$ cat config.mk
export PLATFORM = sky130hd
export DESIGN_NAME = uftr_regs
export DESIGN_NICKNAME = d
export VERILOG_FILES = /design/src/hdl/uftr_pkg.sv /design/src/hdl/uftr_regs.sv /design/src/hdl/uftr_sync.sv
export SDC_FILE = /design/constraint.sdc
export NUM_CORES = 1
export LEC_CHECK = 0
export ABC_AREA = 1
export BUFFER_PORTS_ARGS = -buffer_cell sky130_fd_sc_hd__buf_4
export CAP_MARGIN = 20
export CORE_MARGIN = 2
export CORE_UTILIZATION = 40
export CTS_CLUSTER_DIAMETER = 200
export DETAILED_ROUTE_END_ITERATION = 10
export PLACE_DENSITY = 0.75
export SYNTH_ARGS = -nofsm -noshare
export SYNTH_HDL_FRONTEND = slang
export SYNTH_SLANG_ARGS = --single-unit
$ cat constraint.sdc
create_clock -name mclk -period 2.45 [get_ports mclk]
set_clock_uncertainty 0.2 [all_clocks]
set_input_delay 0.245 -clock mclk [delete_from_list [all_inputs] [get_ports mclk]]
set_output_delay 0.245 -clock mclk [all_outputs]
set_load 0.02 [all_outputs]
$ cat src/hdl/uftr_pkg.sv
// Purpose: Shared constants and carrier types for the flow/threshold block
// Assumes: 8-bit host data bus, 3-bit address, four channels
// Notes:   Register page selection is modelled by a page select input

package uftr_pkg;

  // Register addresses within a channel (A[2:0])
  localparam logic [2:0] UFTR_ADDR_DIV_LOW   = 3'h0;
  localparam logic [2:0] UFTR_ADDR_IER       = 3'h1;
  localparam logic [2:0] UFTR_ADDR_DIV_HIGH  = 3'h1;
  localparam logic [2:0] UFTR_ADDR_FCR       = 3'h2;
  localparam logic [2:0] UFTR_ADDR_EFR       = 3'h2;
  localparam logic [2:0] UFTR_ADDR_MCR       = 3'h4;
  localparam logic [2:0] UFTR_ADDR_TCR       = 3'h6;
  localparam logic [2:0] UFTR_ADDR_TLR       = 3'h7;
  localparam logic [2:0] UFTR_ADDR_FIFO_RDY  = 3'h7;

  // Register page selects
  localparam logic [1:0] UFTR_PAGE_NORMAL    = 2'h0;
  localparam logic [1:0] UFTR_PAGE_DIVISOR   = 2'h1;
  localparam logic [1:0] UFTR_PAGE_ENHANCED  = 2'h2;

  // Field positions
  localparam int UFTR_EFR_SWFC_MSB   = 3;
  localparam int UFTR_EFR_ENH_BIT    = 4;
  localparam int UFTR_EFR_SPECIAL    = 5;
  localparam int UFTR_EFR_AUTO_RTS   = 6;
  localparam int UFTR_EFR_AUTO_CTS   = 7;
  localparam int UFTR_IER_SLEEP      = 4;
  localparam int UFTR_MCR_RDY_EN     = 2;
  localparam int UFTR_MCR_LOOPBACK   = 4;
  localparam int UFTR_MCR_LVL_ACCESS = 6;
  localparam int UFTR_IIR_SPECIAL    = 4;

  // Protected bit masks
  localparam logic [7:0] UFTR_IER_ENH_MASK = 8'hF0;
  localparam logic [7:0] UFTR_FCR_ENH_MASK = 8'h30;
  localparam logic [7:0] UFTR_MCR_ENH_MASK = 8'hE0;

  // Reset values
  localparam logic [7:0] UFTR_RST_BYTE     = 8'h00;
  localparam logic [7:0] UFTR_RST_DIV_LOW  = 8'h01;

  // Nibble scale: each level step is four bytes
  localparam int UFTR_LEVEL_SHIFT = 2;

  // Carrier types
  typedef struct packed {
    logic [7:0] enhanced_feature_ctrl;
    logic [7:0] interrupt_enable_reg;
    logic [7:0] fifo_control_reg;
    logic [7:0] modem_control_reg;
    logic [7:0] div_low;
    logic [7:0] div_high;
    logic [7:0] flow_halt_restore_levels;
    logic [7:0] fifo_trigger_levels;
  } uftr_regs_t;

  typedef struct packed {
    logic       cs_n;
    logic [1:0] page;
    logic [2:0] addr;
    logic       wr;
    logic       rd;
    logic [7:0] wdata;
  } uftr_bus_t;

endpackage

$ cat src/hdl/uftr_regs.sv
// Purpose: Enhanced feature, divisor, flow level and ready status registers
// Assumes: One channel's registers; FIFO levels arrive from the FIFO logic
// Notes:   Other channels' ready bits come in as plain inputs

`timescale 1ns/1ps

// Function
// Low four feature bits select software flow
// Feature bit 4 gates protected register bits
// Special character match flags identification bit 4
// Auto RTS high at halt, low at restore
// Auto CTS halts transmit while CTS high
// Divisor is high byte then low byte
// Divisor writes refused while sleep enabled
// Halt low nibble, restore high nibble, steps four
// Halt/restore writes need feature4 and modem6
// Software keeps halt above restore
// Software loads levels before enabling flow
// Trigger levels: transmit low, receive high
// Trigger writes need feature4 and modem6
// Zero nibble falls back to FIFO control level
// Software writes level divided by four
// Ready low bits: transmit spaces reach trigger
// Ready high bits: receive above trigger or timeout
// Ready status at 111 when enabled, no loopback
// Modem bit 6 set opens level access
// Nibbles compare as value times four
module uftr_regs
  import uftr_pkg::*;
#(
  parameter int LVL_W = 7
) (
  // Clock, reset and enable
  input  wire logic             mclk,
  input  wire logic             resetn,
  input  wire logic             ce,
  // Host register port
  input  wire uftr_bus_t        bus,
  output logic      [7:0]       rdata,
  output logic                  rdata_valid,
  // FIFO levels and events from this channel
  input  wire logic [LVL_W-1:0] rx_count,
  input  wire logic [LVL_W-1:0] tx_space,
  input  wire logic             rx_timeout,
  input  wire logic             rx_char_valid,
  input  wire logic [7:0]       rx_char,
  input  wire logic [7:0]       xoff2_char,
  input  wire logic [LVL_W-1:0] fcr_rx_level,
  input  wire logic [LVL_W-1:0] fcr_tx_level,
  input  wire logic             iir_read,
  // Ready bits of the other three channels
  input  wire logic [2:0]       other_tx_rdy,
  input  wire logic [2:0]       other_rx_rdy,
  // Flow control pins
  input  wire logic             cts_pin,
  output logic                  rts_out,
  output logic                  tx_halt,
  // Configuration and status outputs
  output logic      [3:0]       swfc_mode,
  output logic      [15:0]      baud_divisor,
  output logic                  special_flag,
  output logic                  tx_trig_rdy,
  output logic                  rx_trig_rdy
);

  // All state of the block but the CTS filter and reset sync lives in one struct; the reset
  // synchroniser is kept apart because it runs on the raw pin
  // reset and must not be frozen or cleared by its own output
  typedef struct packed {
    uftr_regs_t       r;
    logic [7:0]       rdata;
    logic             rdata_valid;
    logic             rts;
    logic             halt;
    logic             special;
    logic             tx_rdy;
    logic             rx_rdy;
  } uftr_st_t;

  uftr_st_t   st_reg;
  uftr_st_t   st_next;
  logic [1:0] rst_sync_reg;
  logic       rst_n;
  logic       cts_lvl;
  logic       sel;
  logic       wr_en;
  logic       lvl_access;
  logic [LVL_W-1:0] halt_lvl;
  logic [LVL_W-1:0] restore_lvl;
  logic [LVL_W-1:0] tx_trig;
  logic [LVL_W-1:0] rx_trig;

  // Nibble to byte count, times four
  // Shift instead of multiply; zero stays zero for the fallback
  function automatic logic [LVL_W-1:0] nib_bytes(input logic [3:0] n);
    nib_bytes = LVL_W'({n, 2'b00});
  endfunction

  // Protected write: masked bits kept unless enhanced mode is on
  function automatic logic [7:0] prot_wr(input logic [7:0] old_v,
                                         input logic [7:0] new_v,
                                         input logic [7:0] mask,
                                         input logic       enh);
    prot_wr = enh ? new_v : ((old_v & mask) | (new_v & ~mask));
  endfunction

  // Reset release through two flops
  // Assertion is immediate, release waits two edges so that no
  // flop sees reset lift close to a clock edge; not gated by ce
  always_ff @(posedge mclk or negedge resetn) begin
    if (!resetn) begin
      rst_sync_reg <= 2'h0;
    end else begin
      rst_sync_reg <= {rst_sync_reg[0], 1'b1};
    end
  end
  assign rst_n = rst_sync_reg[1];

  // CTS is a pin, so it is filtered before use
  // Costs four edges of latency; a glitch of one sample never
  // reaches the halt logic
  uftr_sync #(.W(1)) u_cts_sync (
    .mclk      (mclk),
    .rst_n     (rst_n),
    .ce        (ce),
    .pin_in    (cts_pin),
    .level_out (cts_lvl)
  );

  // Decode and gating
  // Level access is a live AND of both bits, not a latch
  assign sel        = !bus.cs_n;
  assign wr_en      = sel && bus.wr;
  assign lvl_access = st_reg.r.enhanced_feature_ctrl[UFTR_EFR_ENH_BIT]
                   && st_reg.r.modem_control_reg[UFTR_MCR_LVL_ACCESS];

  // Effective levels, with FIFO control fallback on zero trigger nibble
  // Halt above restore is left to software; with a bad pair the
  // halt compare is tested first and wins
  always_comb begin
    halt_lvl    = nib_bytes(st_reg.r.flow_halt_restore_levels[3:0]);
    restore_lvl = nib_bytes(st_reg.r.flow_halt_restore_levels[7:4]);
    tx_trig     = (st_reg.r.fifo_trigger_levels[3:0] == 4'h0) ? fcr_tx_level
                : nib_bytes(st_reg.r.fifo_trigger_levels[3:0]);
    rx_trig     = (st_reg.r.fifo_trigger_levels[7:4] == 4'h0) ? fcr_rx_level
                : nib_bytes(st_reg.r.fifo_trigger_levels[7:4]);
  end

  // Next state: register writes, reads, flow control and status
  always_comb begin
    st_next             = st_reg;
    st_next.rdata_valid = 1'b0;

    // Register writes; a refused write leaves no trace at the
    // ports, so software must read back to see it landed
    if (wr_en) begin
      unique case (bus.page)
        UFTR_PAGE_DIVISOR: begin
          // Sleep mode locks the divisor
          if (!st_reg.r.interrupt_enable_reg[UFTR_IER_SLEEP]) begin
            if (bus.addr == UFTR_ADDR_DIV_LOW) begin
              st_next.r.div_low = bus.wdata;
            end else if (bus.addr == UFTR_ADDR_DIV_HIGH) begin
              st_next.r.div_high = bus.wdata;
            end
          end
        end
        UFTR_PAGE_ENHANCED: begin
          if (bus.addr == UFTR_ADDR_EFR) begin
            st_next.r.enhanced_feature_ctrl = bus.wdata;
          end
        end
        default: begin
          // Normal page; level registers overlay 6 and 7 when opened
          // Unused page code three lands here as well
          if (bus.addr == UFTR_ADDR_IER) begin
            st_next.r.interrupt_enable_reg = prot_wr(st_reg.r.interrupt_enable_reg, bus.wdata,
              UFTR_IER_ENH_MASK, st_reg.r.enhanced_feature_ctrl[UFTR_EFR_ENH_BIT]);
          end else if (bus.addr == UFTR_ADDR_FCR) begin
            st_next.r.fifo_control_reg = prot_wr(st_reg.r.fifo_control_reg, bus.wdata,
              UFTR_FCR_ENH_MASK, st_reg.r.enhanced_feature_ctrl[UFTR_EFR_ENH_BIT]);
          end else if (bus.addr == UFTR_ADDR_MCR) begin
            st_next.r.modem_control_reg = prot_wr(st_reg.r.modem_control_reg, bus.wdata,
              UFTR_MCR_ENH_MASK, st_reg.r.enhanced_feature_ctrl[UFTR_EFR_ENH_BIT]);
          end else if (bus.addr == UFTR_ADDR_TCR && lvl_access) begin
            st_next.r.flow_halt_restore_levels = bus.wdata;
          end else if (bus.addr == UFTR_ADDR_TLR && lvl_access) begin
            st_next.r.fifo_trigger_levels = bus.wdata;
          end
        end
      endcase
    end

    // Register reads
    // Unmapped or locked addresses answer zero rather than stale
    // data, so a read never leaks a register that is closed
    if (sel && bus.rd) begin
      st_next.rdata_valid = 1'b1;
      st_next.rdata       = UFTR_RST_BYTE;
      unique case (bus.page)
        UFTR_PAGE_DIVISOR: begin
          if (bus.addr == UFTR_ADDR_DIV_LOW) begin
            st_next.rdata = st_reg.r.div_low;
          end else if (bus.addr == UFTR_ADDR_DIV_HIGH) begin
            st_next.rdata = st_reg.r.div_high;
          end
        end
        UFTR_PAGE_ENHANCED: begin
          if (bus.addr == UFTR_ADDR_EFR) begin
            st_next.rdata = st_reg.r.enhanced_feature_ctrl;
          end
        end
        default: begin
          if (bus.addr == UFTR_ADDR_IER) begin
            st_next.rdata = st_reg.r.interrupt_enable_reg;
          end else if (bus.addr == UFTR_ADDR_MCR) begin
            st_next.rdata = st_reg.r.modem_control_reg;
          end else if (bus.addr == UFTR_ADDR_TCR && lvl_access) begin
            st_next.rdata = st_reg.r.flow_halt_restore_levels;
          end else if (bus.addr == UFTR_ADDR_FIFO_RDY
                       && st_reg.r.modem_control_reg[UFTR_MCR_RDY_EN]
                       && !st_reg.r.modem_control_reg[UFTR_MCR_LOOPBACK]) begin
            // Ready status takes precedence over the trigger register
            st_next.rdata = {other_rx_rdy, st_reg.rx_rdy,
                             other_tx_rdy, st_reg.tx_rdy};
          end else if (bus.addr == UFTR_ADDR_TLR && lvl_access) begin
            st_next.rdata = st_reg.r.fifo_trigger_levels;
          end
        end
      endcase
    end

    // Auto RTS with hysteresis; hold between the two levels
    // The hold band keeps RTS from chattering as one character
    // enters and leaves the FIFO near a single threshold
    if (!st_reg.r.enhanced_feature_ctrl[UFTR_EFR_AUTO_RTS]) begin
      st_next.rts = 1'b0;
    end else if (rx_count >= halt_lvl) begin
      st_next.rts = 1'b1;
    end else if (rx_count <= restore_lvl) begin
      st_next.rts = 1'b0;
    end

    // Auto CTS halts the transmitter on a high level
    // Follows the filtered level, so halt lags the pin by five edges
    st_next.halt = st_reg.r.enhanced_feature_ctrl[UFTR_EFR_AUTO_CTS] && cts_lvl;

    // Special character flag; a match wins over the clearing read
    // A read that clears in the same cycle as a new match would
    // otherwise lose the event
    if (st_reg.r.enhanced_feature_ctrl[UFTR_EFR_SPECIAL] && rx_char_valid
        && rx_char == xoff2_char) begin
      st_next.special = 1'b1;
    end else if (iir_read) begin
      st_next.special = 1'b0;
    end

    // Ready status for this channel
    // Registered for clean outputs; status is one edge behind the
    // FIFO counts, which a host polling the bus never notices
    st_next.tx_rdy = tx_space >= tx_trig;
    st_next.rx_rdy = (rx_count > rx_trig) || rx_timeout;
  end

  // State register; reset sync is owned by its own process
  // Field by field so the reset value of the low divisor byte
  // can differ from the rest of the register file
  always_ff @(posedge mclk or negedge rst_n) begin
    if (!rst_n) begin
      st_reg.r           <= '0;
      st_reg.r.div_low   <= UFTR_RST_DIV_LOW;
      st_reg.rdata       <= UFTR_RST_BYTE;
      st_reg.rdata_valid <= 1'b0;
      st_reg.rts         <= 1'b0;
      st_reg.halt        <= 1'b0;
      st_reg.special     <= 1'b0;
      st_reg.tx_rdy      <= 1'b0;
      st_reg.rx_rdy      <= 1'b0;
    end else if (ce) begin
      st_reg.r           <= st_next.r;
      st_reg.rdata       <= st_next.rdata;
      st_reg.rdata_valid <= st_next.rdata_valid;
      st_reg.rts         <= st_next.rts;
      st_reg.halt        <= st_next.halt;
      st_reg.special     <= st_next.special;
      st_reg.tx_rdy      <= st_next.tx_rdy;
      st_reg.rx_rdy      <= st_next.rx_rdy;
    end
  end

  // Outputs straight from flops
  // No logic between flop and port, so outputs never glitch
  assign rdata        = st_reg.rdata;
  assign rdata_valid  = st_reg.rdata_valid;
  assign rts_out      = st_reg.rts;
  assign tx_halt      = st_reg.halt;
  assign swfc_mode    = st_reg.r.enhanced_feature_ctrl[UFTR_EFR_SWFC_MSB:0];
  assign baud_divisor = {st_reg.r.div_high, st_reg.r.div_low};
  assign special_flag = st_reg.special;
  assign tx_trig_rdy  = st_reg.tx_rdy;
  assign rx_trig_rdy  = st_reg.rx_rdy;

endmodule

$ cat src/hdl/uftr_sync.sv
// Purpose: Three-stage synchroniser with agreement filter for pin inputs
// Assumes: Input is asynchronous to mclk
// Notes:   Stage one feeds only stage two

`timescale 1ns/1ps

module uftr_sync
  import uftr_pkg::*;
#(
  parameter int W = 1
) (
  // Clock and reset
  input  wire logic         mclk,
  input  wire logic         rst_n,
  input  wire logic         ce,
  // Pins in, filtered level out
  input  wire logic [W-1:0] pin_in,
  output logic      [W-1:0] level_out
);

  typedef struct packed {
    logic [W-1:0] s1;
    logic [W-1:0] s2;
    logic [W-1:0] s3;
    logic [W-1:0] lvl;
  } uftr_sync_st_t;

  uftr_sync_st_t st_reg;
  uftr_sync_st_t st_next;

  // Level moves only where stages two and three agree
  always_comb begin
    st_next     = st_reg;
    st_next.s1  = pin_in;
    st_next.s2  = st_reg.s1;
    st_next.s3  = st_reg.s2;
    for (int i = 0; i < W; i++) begin
      if (st_reg.s2[i] == st_reg.s3[i]) begin
        st_next.lvl[i] = st_reg.s3[i];
      end
    end
  end

  always_ff @(posedge mclk or negedge rst_n) begin
    if (!rst_n) begin
      st_reg <= '0;
    end else if (ce) begin
      st_reg <= st_next;
    end
  end

  assign level_out = st_reg.lvl;

endmodule

==> results.sh, run 1 <==
export IMPL_antenna_cells=0
export IMPL_syn_area_per_cell_um2=7.586
export IMPL_grt_overflow_total=0
export IMPL_post_place_cells=815
export IMPL_ios=107
export IMPL_postCtsSetupBuffers=0
export IMPL_layout_worst_path_cycle_share=0.8307
export IMPL_gp_congestion=0.9224
export IMPL_die_height_um=110.9
export IMPL_grt_max_degree=27
export IMPL_synth_cell_types=28
export IMPL_nets=787
export IMPL_peakVddDrop_mv=0.2904
export IMPL_end_kind="register"
export IMPL_antenna_violating_nets_post_route=0
export IMPL_yosysSeqAreaShare=0.4167
export IMPL_cts_htree_levels=3
export IMPL_tightest_slew_ps=652.9
export IMPL_slowest_delay_ps=400
export IMPL_yosys_area_top_type="dfrtp_1"
export IMPL_r2r_end="rdata[5]"
export IMPL_drtIter0Drc=395
export IMPL_relSlewSlack=0.5647
export IMPL_cp_start_kind="register"
export IMPL_area_delta_synth_final_pct=25.07
export IMPL_dp_final_hpwl_um=9954
export IMPL_synth_fp_nets=699
export IMPL_worst_ep_arrival_time_ps=2050
export IMPL_clk_pin_slew_worst_paths_ps=60
export IMPL_maxCapViolations=0
export IMPL_synth_top_cells_by_area="dfrtp_1 41%, nand2_1 15%, ha_1 6.6%"
export IMPL_ys_ff_latch=76
export IMPL_min_path_type="primary input to async pin"
export IMPL_reg2reg_depth=7
export IMPL_rsz0062_at_grt="false"
export IMPL_clock_latency_ps=330
export IMPL_critPathSlowestCell="dfrtp_1"
export IMPL_worstPathMaxFanout=11
export IMPL_routed_wl_um=12830
export IMPL_setup_viol=0
export IMPL_status="finished, final reports clean"
export IMPL_hold_ws_ps=28.32
export IMPL_p_leak_nw=2.962
export IMPL_worstPathRequired_ps=2470
export IMPL_dr_pass1_iters=6
export IMPL_power_density_mw_per_mm2=625.6
export IMPL_path_buf_inv=0
export IMPL_synth_cells=602
export IMPL_report_final_slew_viol_count=0
export IMPL_vias_per_cell=5.134
export IMPL_crit_type="register to register"
export IMPL_fp_dieArea_mm2=0.01229
export IMPL_synth_top_area_share=0.4110
export IMPL_cp_cell_sequence="nor2_1 -> nand2_1 -> or2_2 -> nand2_1 -> nand4_1 -> nand2_1 -> nand2_1"
export IMPL_drc=0
export IMPL_r2r_start="st_reg[50]"
export IMPL_grt_pass1_vias=4268
export IMPL_layout_min_cycle_time_ps=2035
export IMPL_fp_dieW_um=110.9
export IMPL_cts_buffers_inserted=9
export IMPL_critPathTopFamily="simple AND/OR/NAND/NOR gates"
export IMPL_grt_total_usage=0.2100
export IMPL_max_freq_ghz=0.4914
export IMPL_fin_tns_setup_ps=0
export IMPL_final_util=0.5067
export IMPL_clock_sinks=76
export IMPL_clock_path_buffers=2
export IMPL_start_util=0.4052
export IMPL_finalNonFillerCells=838
export IMPL_rows=39
export IMPL_portBuffers=106
export IMPL_hold_viol_final=0
export IMPL_root_buffer="clkbuf_16"
export IMPL_grt_pass1_wl_um=20660
export IMPL_grt_antenna_before_repair=0
export IMPL_wl_per_cell_um=15.31
export IMPL_coreArea_mm2=0.01127
export IMPL_synth_cell_area_mm2=0.004567
export IMPL_critPathMostFrequentCell="nand2_1"
export IMPL_ys_warn_count=0
export IMPL_drive_above_1_share=0.2144
export IMPL_cts_tree="built"
export IMPL_r2r_setup_slack_ps=410
export IMPL_vias=4302
export IMPL_largest_reg_flops=28
[area by class of cell]
type | count | area (um2)
timing repair buffer | 119 | 910.9
clock inverter | 6 | 112.6
clock buffer | 10 | 229.0
multi-input combinational | 416 | 2121
inverter | 68 | 255.2
tap | 143 | 178.9
fill | 1087 | 5560
sequential | 76 | 1904
[metrics by stage]
stage	setup slack, ps	cell area (um2)	power (W)
5_1_grt	188.0	5712	0.003718
6_report	414.9	5712	0.003573
3_3_place_gp	433.6	5300	0.002054
3_5_place_dp	294.9	5300	0.002075
4_1_cts	440.3	5712	0.003586
2_1_floorplan	661.0	4568	0.001840
[worst max-delay path by stage]
stage | endpoint | cells after the start | startpoint
3_5_place_dp | baud_divisor[15] | 7 | bus[12]
3_3_place_gp | baud_divisor[8] | 7 | bus[12]
4_1_cts | rdata[5] | 7 | st_reg[50]
2_1_floorplan | rx_trig_rdy | 11 | st_reg[20]
5_1_grt | rx_trig_rdy | 11 | st_reg[20]
6_report | rdata[5] | 7 | st_reg[50]
[cells in the mapped netlist]
| cell | instances |
|---|---|
| a31oi_1 | 4 |
| o21ai_2 | 8 |
| nor3_4 | 1 |
| nand3_1 | 32 |
| nor3_1 | 1 |
| xor2_1 | 8 |
| nor2_1 | 33 |
| nand2_2 | 4 |
| buf_2 | 5 |
| inv_2 | 1 |
| or2_2 | 3 |
| clkbuf_1 | 6 |
| nand4_1 | 18 |
| or3_1 | 1 |
| dfrtp_1 | 75 |
| inv_1 | 67 |
| conb_1 | 1 |
| dfstp_2 | 1 |
| nor2_4 | 2 |
| o21a_1 | 1 |
| o21ai_0 | 58 |
| buf_4 | 29 |
| buf_6 | 2 |
| o211ai_1 | 3 |
| ha_1 | 24 |
| nor2_2 | 1 |
| a21oi_1 | 28 |
| nand2_1 | 185 |
[layout by cell type (no fill, tap or decap)]
cell type / synthesis / layout
nand2_1: 185 / 185
buf_4: 29 / 112
dfrtp_1: 75 / 74
inv_1: 67 / 67
o21ai_0: 58 / 58
nor2_1: 33 / 33
nand3_1: 32 / 32
a21oi_1: 28 / 28
ha_1: 24 / 24
nand4_1: 18 / 18
clkbuf_16: 0 / 9
o21ai_2: 8 / 8
xor2_1: 8 / 8
dlygate4sd3_1: 0 / 7
a31oi_1: 4 / 4
nand2_2: 4 / 4
o211ai_1: 3 / 3
or2_2: 3 / 3
bufinv_16: 0 / 3
clkinvlp_4: 0 / 3
nor2_4: 2 / 2
inv_2: 1 / 1
nor3_4: 1 / 1
nor2_2: 1 / 1
or3_1: 1 / 1
nor3_1: 1 / 1
o21a_1: 1 / 1
dfstp_2: 1 / 1
clkbuf_1: 6 / 1
conb_1: 1 / 1
dfrtp_2: 0 / 1
[report_power, final]
group          switching, W  total, W  leakage [nW]  internal, W
clock network      0.000514   0.00151         0.155     0.000995
registers         0.0000811   0.00144          1.01      0.00136
logic              0.000357  0.000627          1.80     0.000270
[cells by family after synthesis]
| group | Yosys count | share of synthesized area |
|---|---|---|
| xor+xnor | 8 | 0.01534 |
| flops | 76 | 0.4167 |
| other cells | 1 | 0.0008211 |
| compound gates | 102 | 0.1216 |
| simple gates | 281 | 0.2608 |
| fa+ha+maj | 24 | 0.06575 |
| buf+inv | 110 | 0.1189 |
[layer usage]
| metal | GRT usage | share of wire | vias up |
|---|---|---|---|
| met5 | 0 | 0 | - |
| met4 | 0.06917 | 0.021 | 0 |
| met3 | 0.04101 | 0.063 | 23 |
| met2 | 0.3550 | 0.48 | 170 |
| met1 | 0.2715 | 0.44 | 2015 |
| li1 | - | - | 2094 |
[repair_timing]
item                                   CTS  global route
resized for setup                        0             0
endpoints found under the hold margin    9             0
hold buffers                             7             0
No activity file was read; power rests on OpenSTA's default activity.
==> inputs of run 2 (changes only) <==
- PLACE_DENSITY: 0.75 -> 0.72
- clock period: 2.45 -> 1.92 ns (I/O delays scaled with it)
==> run 2 against run 1 <==
  * The flow now finishes with violations (setup timing)
  * Total power increased by 27%
  * Combinational power grew 39%
  * Final cell count up 2.9%
  * Global-route usage up 0.77 points
  * Via count grew 3.3%
  * Critical path depth is 4 higher
  * Clock power is 24% higher
  * Hold slack improved by 3.3 ps
  * Core utilization increased by 2.6 points
  * Die area unchanged
  * Critical path type unchanged
  * Critical endpoint is now rx_trig_rdy
  * Largest power group unchanged
==> results.sh, run 2 (synthesis results as in run 1) <==
export IMPL_status="finished, violations left"
export IMPL_violations="setup timing"
export IMPL_end_kind="register"
export IMPL_clock_latency_ps=340
export IMPL_p_leak_nw=3.099
export IMPL_clock_path_buffers=2
export IMPL_hold_ws_ps=31.61
export IMPL_portBuffers=106
export IMPL_worst_path_stages=11
export IMPL_antenna_violating_nets_post_route=0
export IMPL_root_buffer="clkbuf_16"
export IMPL_dp_final_hpwl_um=9775
export IMPL_path_buf_inv=1
export IMPL_worstPathRequired_ps=1990
export IMPL_hold_viol_final=0
export IMPL_r2r_start="st_reg[21]"
export IMPL_vias_per_cell=5.157
export IMPL_grt_total_usage=0.2177
export IMPL_drive_above_1_share=0.2768
export IMPL_setup_viol=1
export IMPL_critPathSlowestCell="dfrtp_1"
export IMPL_layout_worst_path_cycle_share=1.007
export IMPL_peakVddDrop_mv=0.4315
export IMPL_dr_pass1_iters=5
export IMPL_p_seq_frac=0.399
export IMPL_switching_share=0.2704
export IMPL_cp_cell_sequence="nor2_2 -> nand2_2 -> inv_2 -> nand2_2 -> ha_4 -> nand2_1 -> o21ai_0 -> nand2_1 -> o211ai_1 -> nand2_1 -> a21oi_2"
export IMPL_start_util=0.4052
export IMPL_nets=811
export IMPL_rows=39
export IMPL_rsz0062_at_grt="true"
export IMPL_routed_wl_um=13090
export IMPL_cts_tree="built"
export IMPL_comb_power_share=0.191
export IMPL_area_delta_synth_final_pct=31.53
export IMPL_layout_commonest_cell="nand2_1"
export IMPL_critPathTopFamily="simple AND/OR/NAND/NOR gates"
export IMPL_report_final_slew_viol_count=0
export IMPL_r2r_setup_slack_ps=-10
export IMPL_final_cell_mix="176 x nand2_1, 134 x buf_4, 74 x dfrtp_1"
export IMPL_min_path_type="primary input to register"
export IMPL_grt_pass1_wl_um=21570
export IMPL_r2r_end="rx_trig_rdy"
export IMPL_grt_pass1_vias=4438
export IMPL_layout_min_cycle_time_ps=1933
export IMPL_crit_start="st_reg[21]"
export IMPL_grt_antenna_before_repair=0
export IMPL_vias=4445
export IMPL_fin_ws_ps=-13.49
export IMPL_slowest_delay_ps=390
export IMPL_drtIter0Drc=375
export IMPL_final_util=0.5329
export IMPL_cts_buffers_inserted=9
export IMPL_ios=107
export IMPL_cts_htree_levels=3
export IMPL_die_height_um=110.9
export IMPL_switching_power_w=0.001232
export IMPL_worst_ep_arrival_time_ps=2000
export IMPL_critPathCapture="rx_trig_rdy"
export IMPL_pwr_share_clk=0.409
export IMPL_maxCapViolations=0
export IMPL_grt_overflow_total=0
export IMPL_antenna_cells=0
export IMPL_fp_dieW_um=110.9
export IMPL_reg2reg_depth=11
export IMPL_grt_max_degree=75
export IMPL_power_density_mw_per_mm2=758.3
export IMPL_fp_dieArea_mm2=0.01229
export IMPL_gp_congestion=0.8486
export IMPL_cp_start_kind="register"
export IMPL_drc=0
export IMPL_p_int_w=0.003323
export IMPL_crit_type="register to register"
export IMPL_critPathMostFrequentCell="nand2_1"
export IMPL_largest_reg_flops=28
export IMPL_clock_sinks=76
export IMPL_clk_pin_slew_worst_paths_ps=60
export IMPL_max_freq_ghz=0.5172
export IMPL_coreArea_mm2=0.01127
export IMPL_worstPathMaxFanout=6
export IMPL_wl_per_cell_um=15.19
[run 2: cell count changes in the layout (fill, tap and decap cells not counted), moves of 3 or more]
cell / delta
nor2_2: +5
nand2_1: -9
ha_1: -5
buf_4: +22
ha_4: +5
nand2_2: +9
a21oi_2: +3
inv_2: +4
a21oi_1: -3
nor2_1: -5
inv_1: -4
[run 2: worst min-delay path by stage]
stage                              from              end  slack [ps]  depth (start not counted)
after global routing      rx_char_valid     special_flag          60                          5
after global placement           resetn  rst_sync_reg[0]        -230                          1
after detailed placement         resetn  rst_sync_reg[0]        -220                          1
after floorplan                  resetn  rst_sync_reg[0]        -300                          0
after CTS                 rx_char_valid     special_flag          20                          5
final                     rx_char_valid     special_flag          30                          5
[run 2: repair_timing]
action / in CTS / in global routing
hold buffers: 8 / 0
endpoints found under the hold margin: 9 / 0
endpoints found under the setup margin: 2 / 16
pin swaps: 0 / 17
setup buffers: 0 / 4
gates resized for setup: 4 / 25
[run 2: final cells by class]
class	instances	area [um2]
clock buffers	12	256.5
repair buffers	143	1106
clock inverters	4	72.57
fillers	1042	5265
multi-input cells	416	2233
flip-flops and latches	76	1904
inverters	68	255.2
well taps	143	178.9
[run 2: worst register-to-register path, cell delays in order (launching register included)]
cell      delay (ps)
dfrtp_1          390
nor2_2           160
nand2_2          120
inv_2             90
nand2_2           70
ha_4             270
nand2_1           40
o21ai_0          150
nand2_1           70
o211ai_1          90
nand2_1          100
a21oi_2          110
[run 2: routing by layer]
layer  GRT usage  wire [um]
met1      0.2749       5463
met2      0.3693       6466
met3     0.04483        827
met4     0.08000        337
met5           0          0
[run 2: power groups by stage]
stage	logic [W]	clock network (W)	registers [W]
2_1_floorplan	0.000500	0	0.00185
3_3_place_gp	0.000805	0	0.00184
3_5_place_dp	0.000829	0	0.00184
4_1_cts	0.000849	0.00187	0.00182
5_1_grt	0.000971	0.00195	0.00183
6_report	0.000871	0.00187	0.00182
[run 2: stage by stage]
step	power, W	cell area (um2)	TNS, ps	setup WS, ps	instances
after floorplan	0.002348	4568	0	131.0	602
after global placement	0.002645	5455	0	66.68	834
after detailed placement	0.002673	5455	-146.0	-85.60	834
after CTS	0.004539	5873	0	0.09681	858
after global routing	0.004755	6007	-299.0	-151.0	862
final	0.004555	6007	-13.49	-13.49	862
==> inputs of run 3 (changes only) <==
- SKIP_CTS_REPAIR_TIMING: not set -> 1
==> run 3 against run 2 <==
  * The flow now finishes without violations
  * Design area about the same
  * Die area unchanged
  * Clock power hardly changed
  * Sequential power hardly changed
  * Largest power group unchanged
  * Highest routed layer unchanged
==> results.sh, run 3 (synthesis results as in run 1) <==
export IMPL_area_delta_synth_final_pct=31.42
export IMPL_rows=39
export IMPL_peakVddDrop_mv=0.4297
export IMPL_start_util=0.4052
export IMPL_wl_per_cell_um=15.18
export IMPL_layout_area_seq_mm2=0.001904
export IMPL_routed_wl_um=13080
export IMPL_layout_worst_path_cycle_share=0.9916
export IMPL_status="finished, final reports clean"
export IMPL_cts_tree="built"
export IMPL_critPathMostFrequentCell="nand2_1"
export IMPL_r2r_start="st_reg[15]"
export IMPL_grt_overflow_total=0
export IMPL_rsz0062_at_grt="true"
export IMPL_slowest_delay_ps=400
export IMPL_drive_above_1_share=0.2740
export IMPL_cp_cell_sequence="nor2_2 -> nand2_2 -> inv_2 -> nand2_1 -> ha_1 -> a21oi_2 -> o21a_1 -> o211ai_1 -> nand2_1 -> nand2_1"
export IMPL_multi_input_area_mm2=0.002228
export IMPL_nets=811
export IMPL_final_util=0.5325
export IMPL_finalNonFillerCells=862
export IMPL_vias_per_cell=5.155
export IMPL_p_leak_nw=3.097
export IMPL_min_path_type="primary input to register"
export IMPL_n_fill_cell=1044
export IMPL_grt_antenna_before_repair=0
export IMPL_cp_start_kind="register"
export IMPL_layout_commonest_cell="nand2_1"
export IMPL_fin_tns_setup_ps=0
export IMPL_die_height_um=110.9
export IMPL_drc=0
export IMPL_maxCapViolations=0
export IMPL_clock_sinks=76
export IMPL_end_kind="register"
export IMPL_hold_depth=5
export IMPL_report_final_slew_viol_count=0
export IMPL_layout_min_cycle_time_ps=1904
export IMPL_fp_dieW_um=110.9
export IMPL_crit_type="register to register"
export IMPL_r2r_setup_slack_ps=20
export IMPL_drtIter0Drc=393
export IMPL_coreArea_mm2=0.01127
export IMPL_grt_total_usage=0.2163
export IMPL_cts_buffers_inserted=9
export IMPL_max_freq_ghz=0.5252
export IMPL_worstPathMaxFanout=4
export IMPL_dr_pass1_iters=5
export IMPL_hold_viol_final=0
export IMPL_portBuffers=106
export IMPL_grt_max_degree=75
export IMPL_vias=4444
export IMPL_dp_final_hpwl_um=9775
export IMPL_worst_ep_arrival_time_ps=1930
export IMPL_setup_viol=0
export IMPL_critPathSlowestCell="dfrtp_1"
export IMPL_clk_pin_slew_worst_paths_ps=60
export IMPL_root_buffer="clkbuf_16"
export IMPL_clock_path_buffers=2
export IMPL_cts_htree_levels=3
export IMPL_fp_dieArea_mm2=0.01229
export IMPL_gp_congestion=0.8486
export IMPL_r2r_end="tx_trig_rdy"
export IMPL_worstPathRequired_ps=1950
export IMPL_largest_reg_flops=28
export IMPL_power_density_mw_per_mm2=758.1
export IMPL_ios=107
export IMPL_final_cell_mix="178 x nand2_1, 134 x buf_4, 74 x dfrtp_1"
export IMPL_clock_latency_ps=340
export IMPL_worstHoldStart="rx_char_valid"
export IMPL_reg2reg_depth=10
export IMPL_min_to="special_flag"
export IMPL_antenna_violating_nets_post_route=0
export IMPL_grt_pass1_wl_um=21400
export IMPL_post_place_cells=834
export IMPL_antenna_cells=0
export IMPL_path_buf_inv=1
export IMPL_critPathTopFamily="simple AND/OR/NAND/NOR gates"
export IMPL_grt_pass1_vias=4380
## run 3: cell counts in the layout (fill, tap and decap cells not counted)
No cell type changed its count.
## run 3: area by class of cell
cell class	count	area share
inverters	68	0.04253
flip-flops and latches	76	0.3173
repair buffers	143	0.1843
clock inverters	4	0.01209
clock buffers	12	0.04274
well taps	143	0.02981
multi-input cells	416	0.3713
## run 3: worst min-delay path: stages
cell and delay (ps):
buf_4 110, nand3_1 70, nor3_1 50, nand4_1 60, nand2_1 40
## run 3: report_power, final
| part | internal (W) | switching (W) | leakage, nW |
|---|---|---|---|
| Clock | 0.00121 | 0.000651 | 0.159 |
| Combinational | 0.000386 | 0.000486 | 1.93 |
| Sequential | 0.00173 | 0.0000888 | 1.01 |
## run 3: how the worst max path moves through the flow
stage	to	startpoint	cells past startpoint	slack, ps
floorplan	rx_trig_rdy	st_reg[20]	11	130
detailed placement	tx_trig_rdy	st_reg[15]	11	-90
global placement	rx_trig_rdy	st_reg[19]	11	70
CTS	tx_trig_rdy	st_reg[15]	11	-100
finish	tx_trig_rdy	st_reg[15]	10	20
global route	tx_trig_rdy	st_reg[15]	10	-150
## run 3: through the flow
step	power, W	hold slack (ps)	area, um2	setup slack (ps)
2_1_floorplan	0.002348	-303.6	4568	131.0
3_3_place_gp	0.002645	-226.1	5455	66.68
3_5_place_dp	0.002673	-224.7	5455	-85.60
4_1_cts	0.004524	-580.3	5784	-98.15
5_1_grt	0.004755	47.26	6002	-147.8
6_report	0.004550	25.21	6002	16.04
## run 3: layer usage
layer	GRT usage	share of wire
met1	0.2742	0.41
met2	0.3652	0.50
met3	0.04483	0.065
met4	0.08000	0.025
met5	0	0
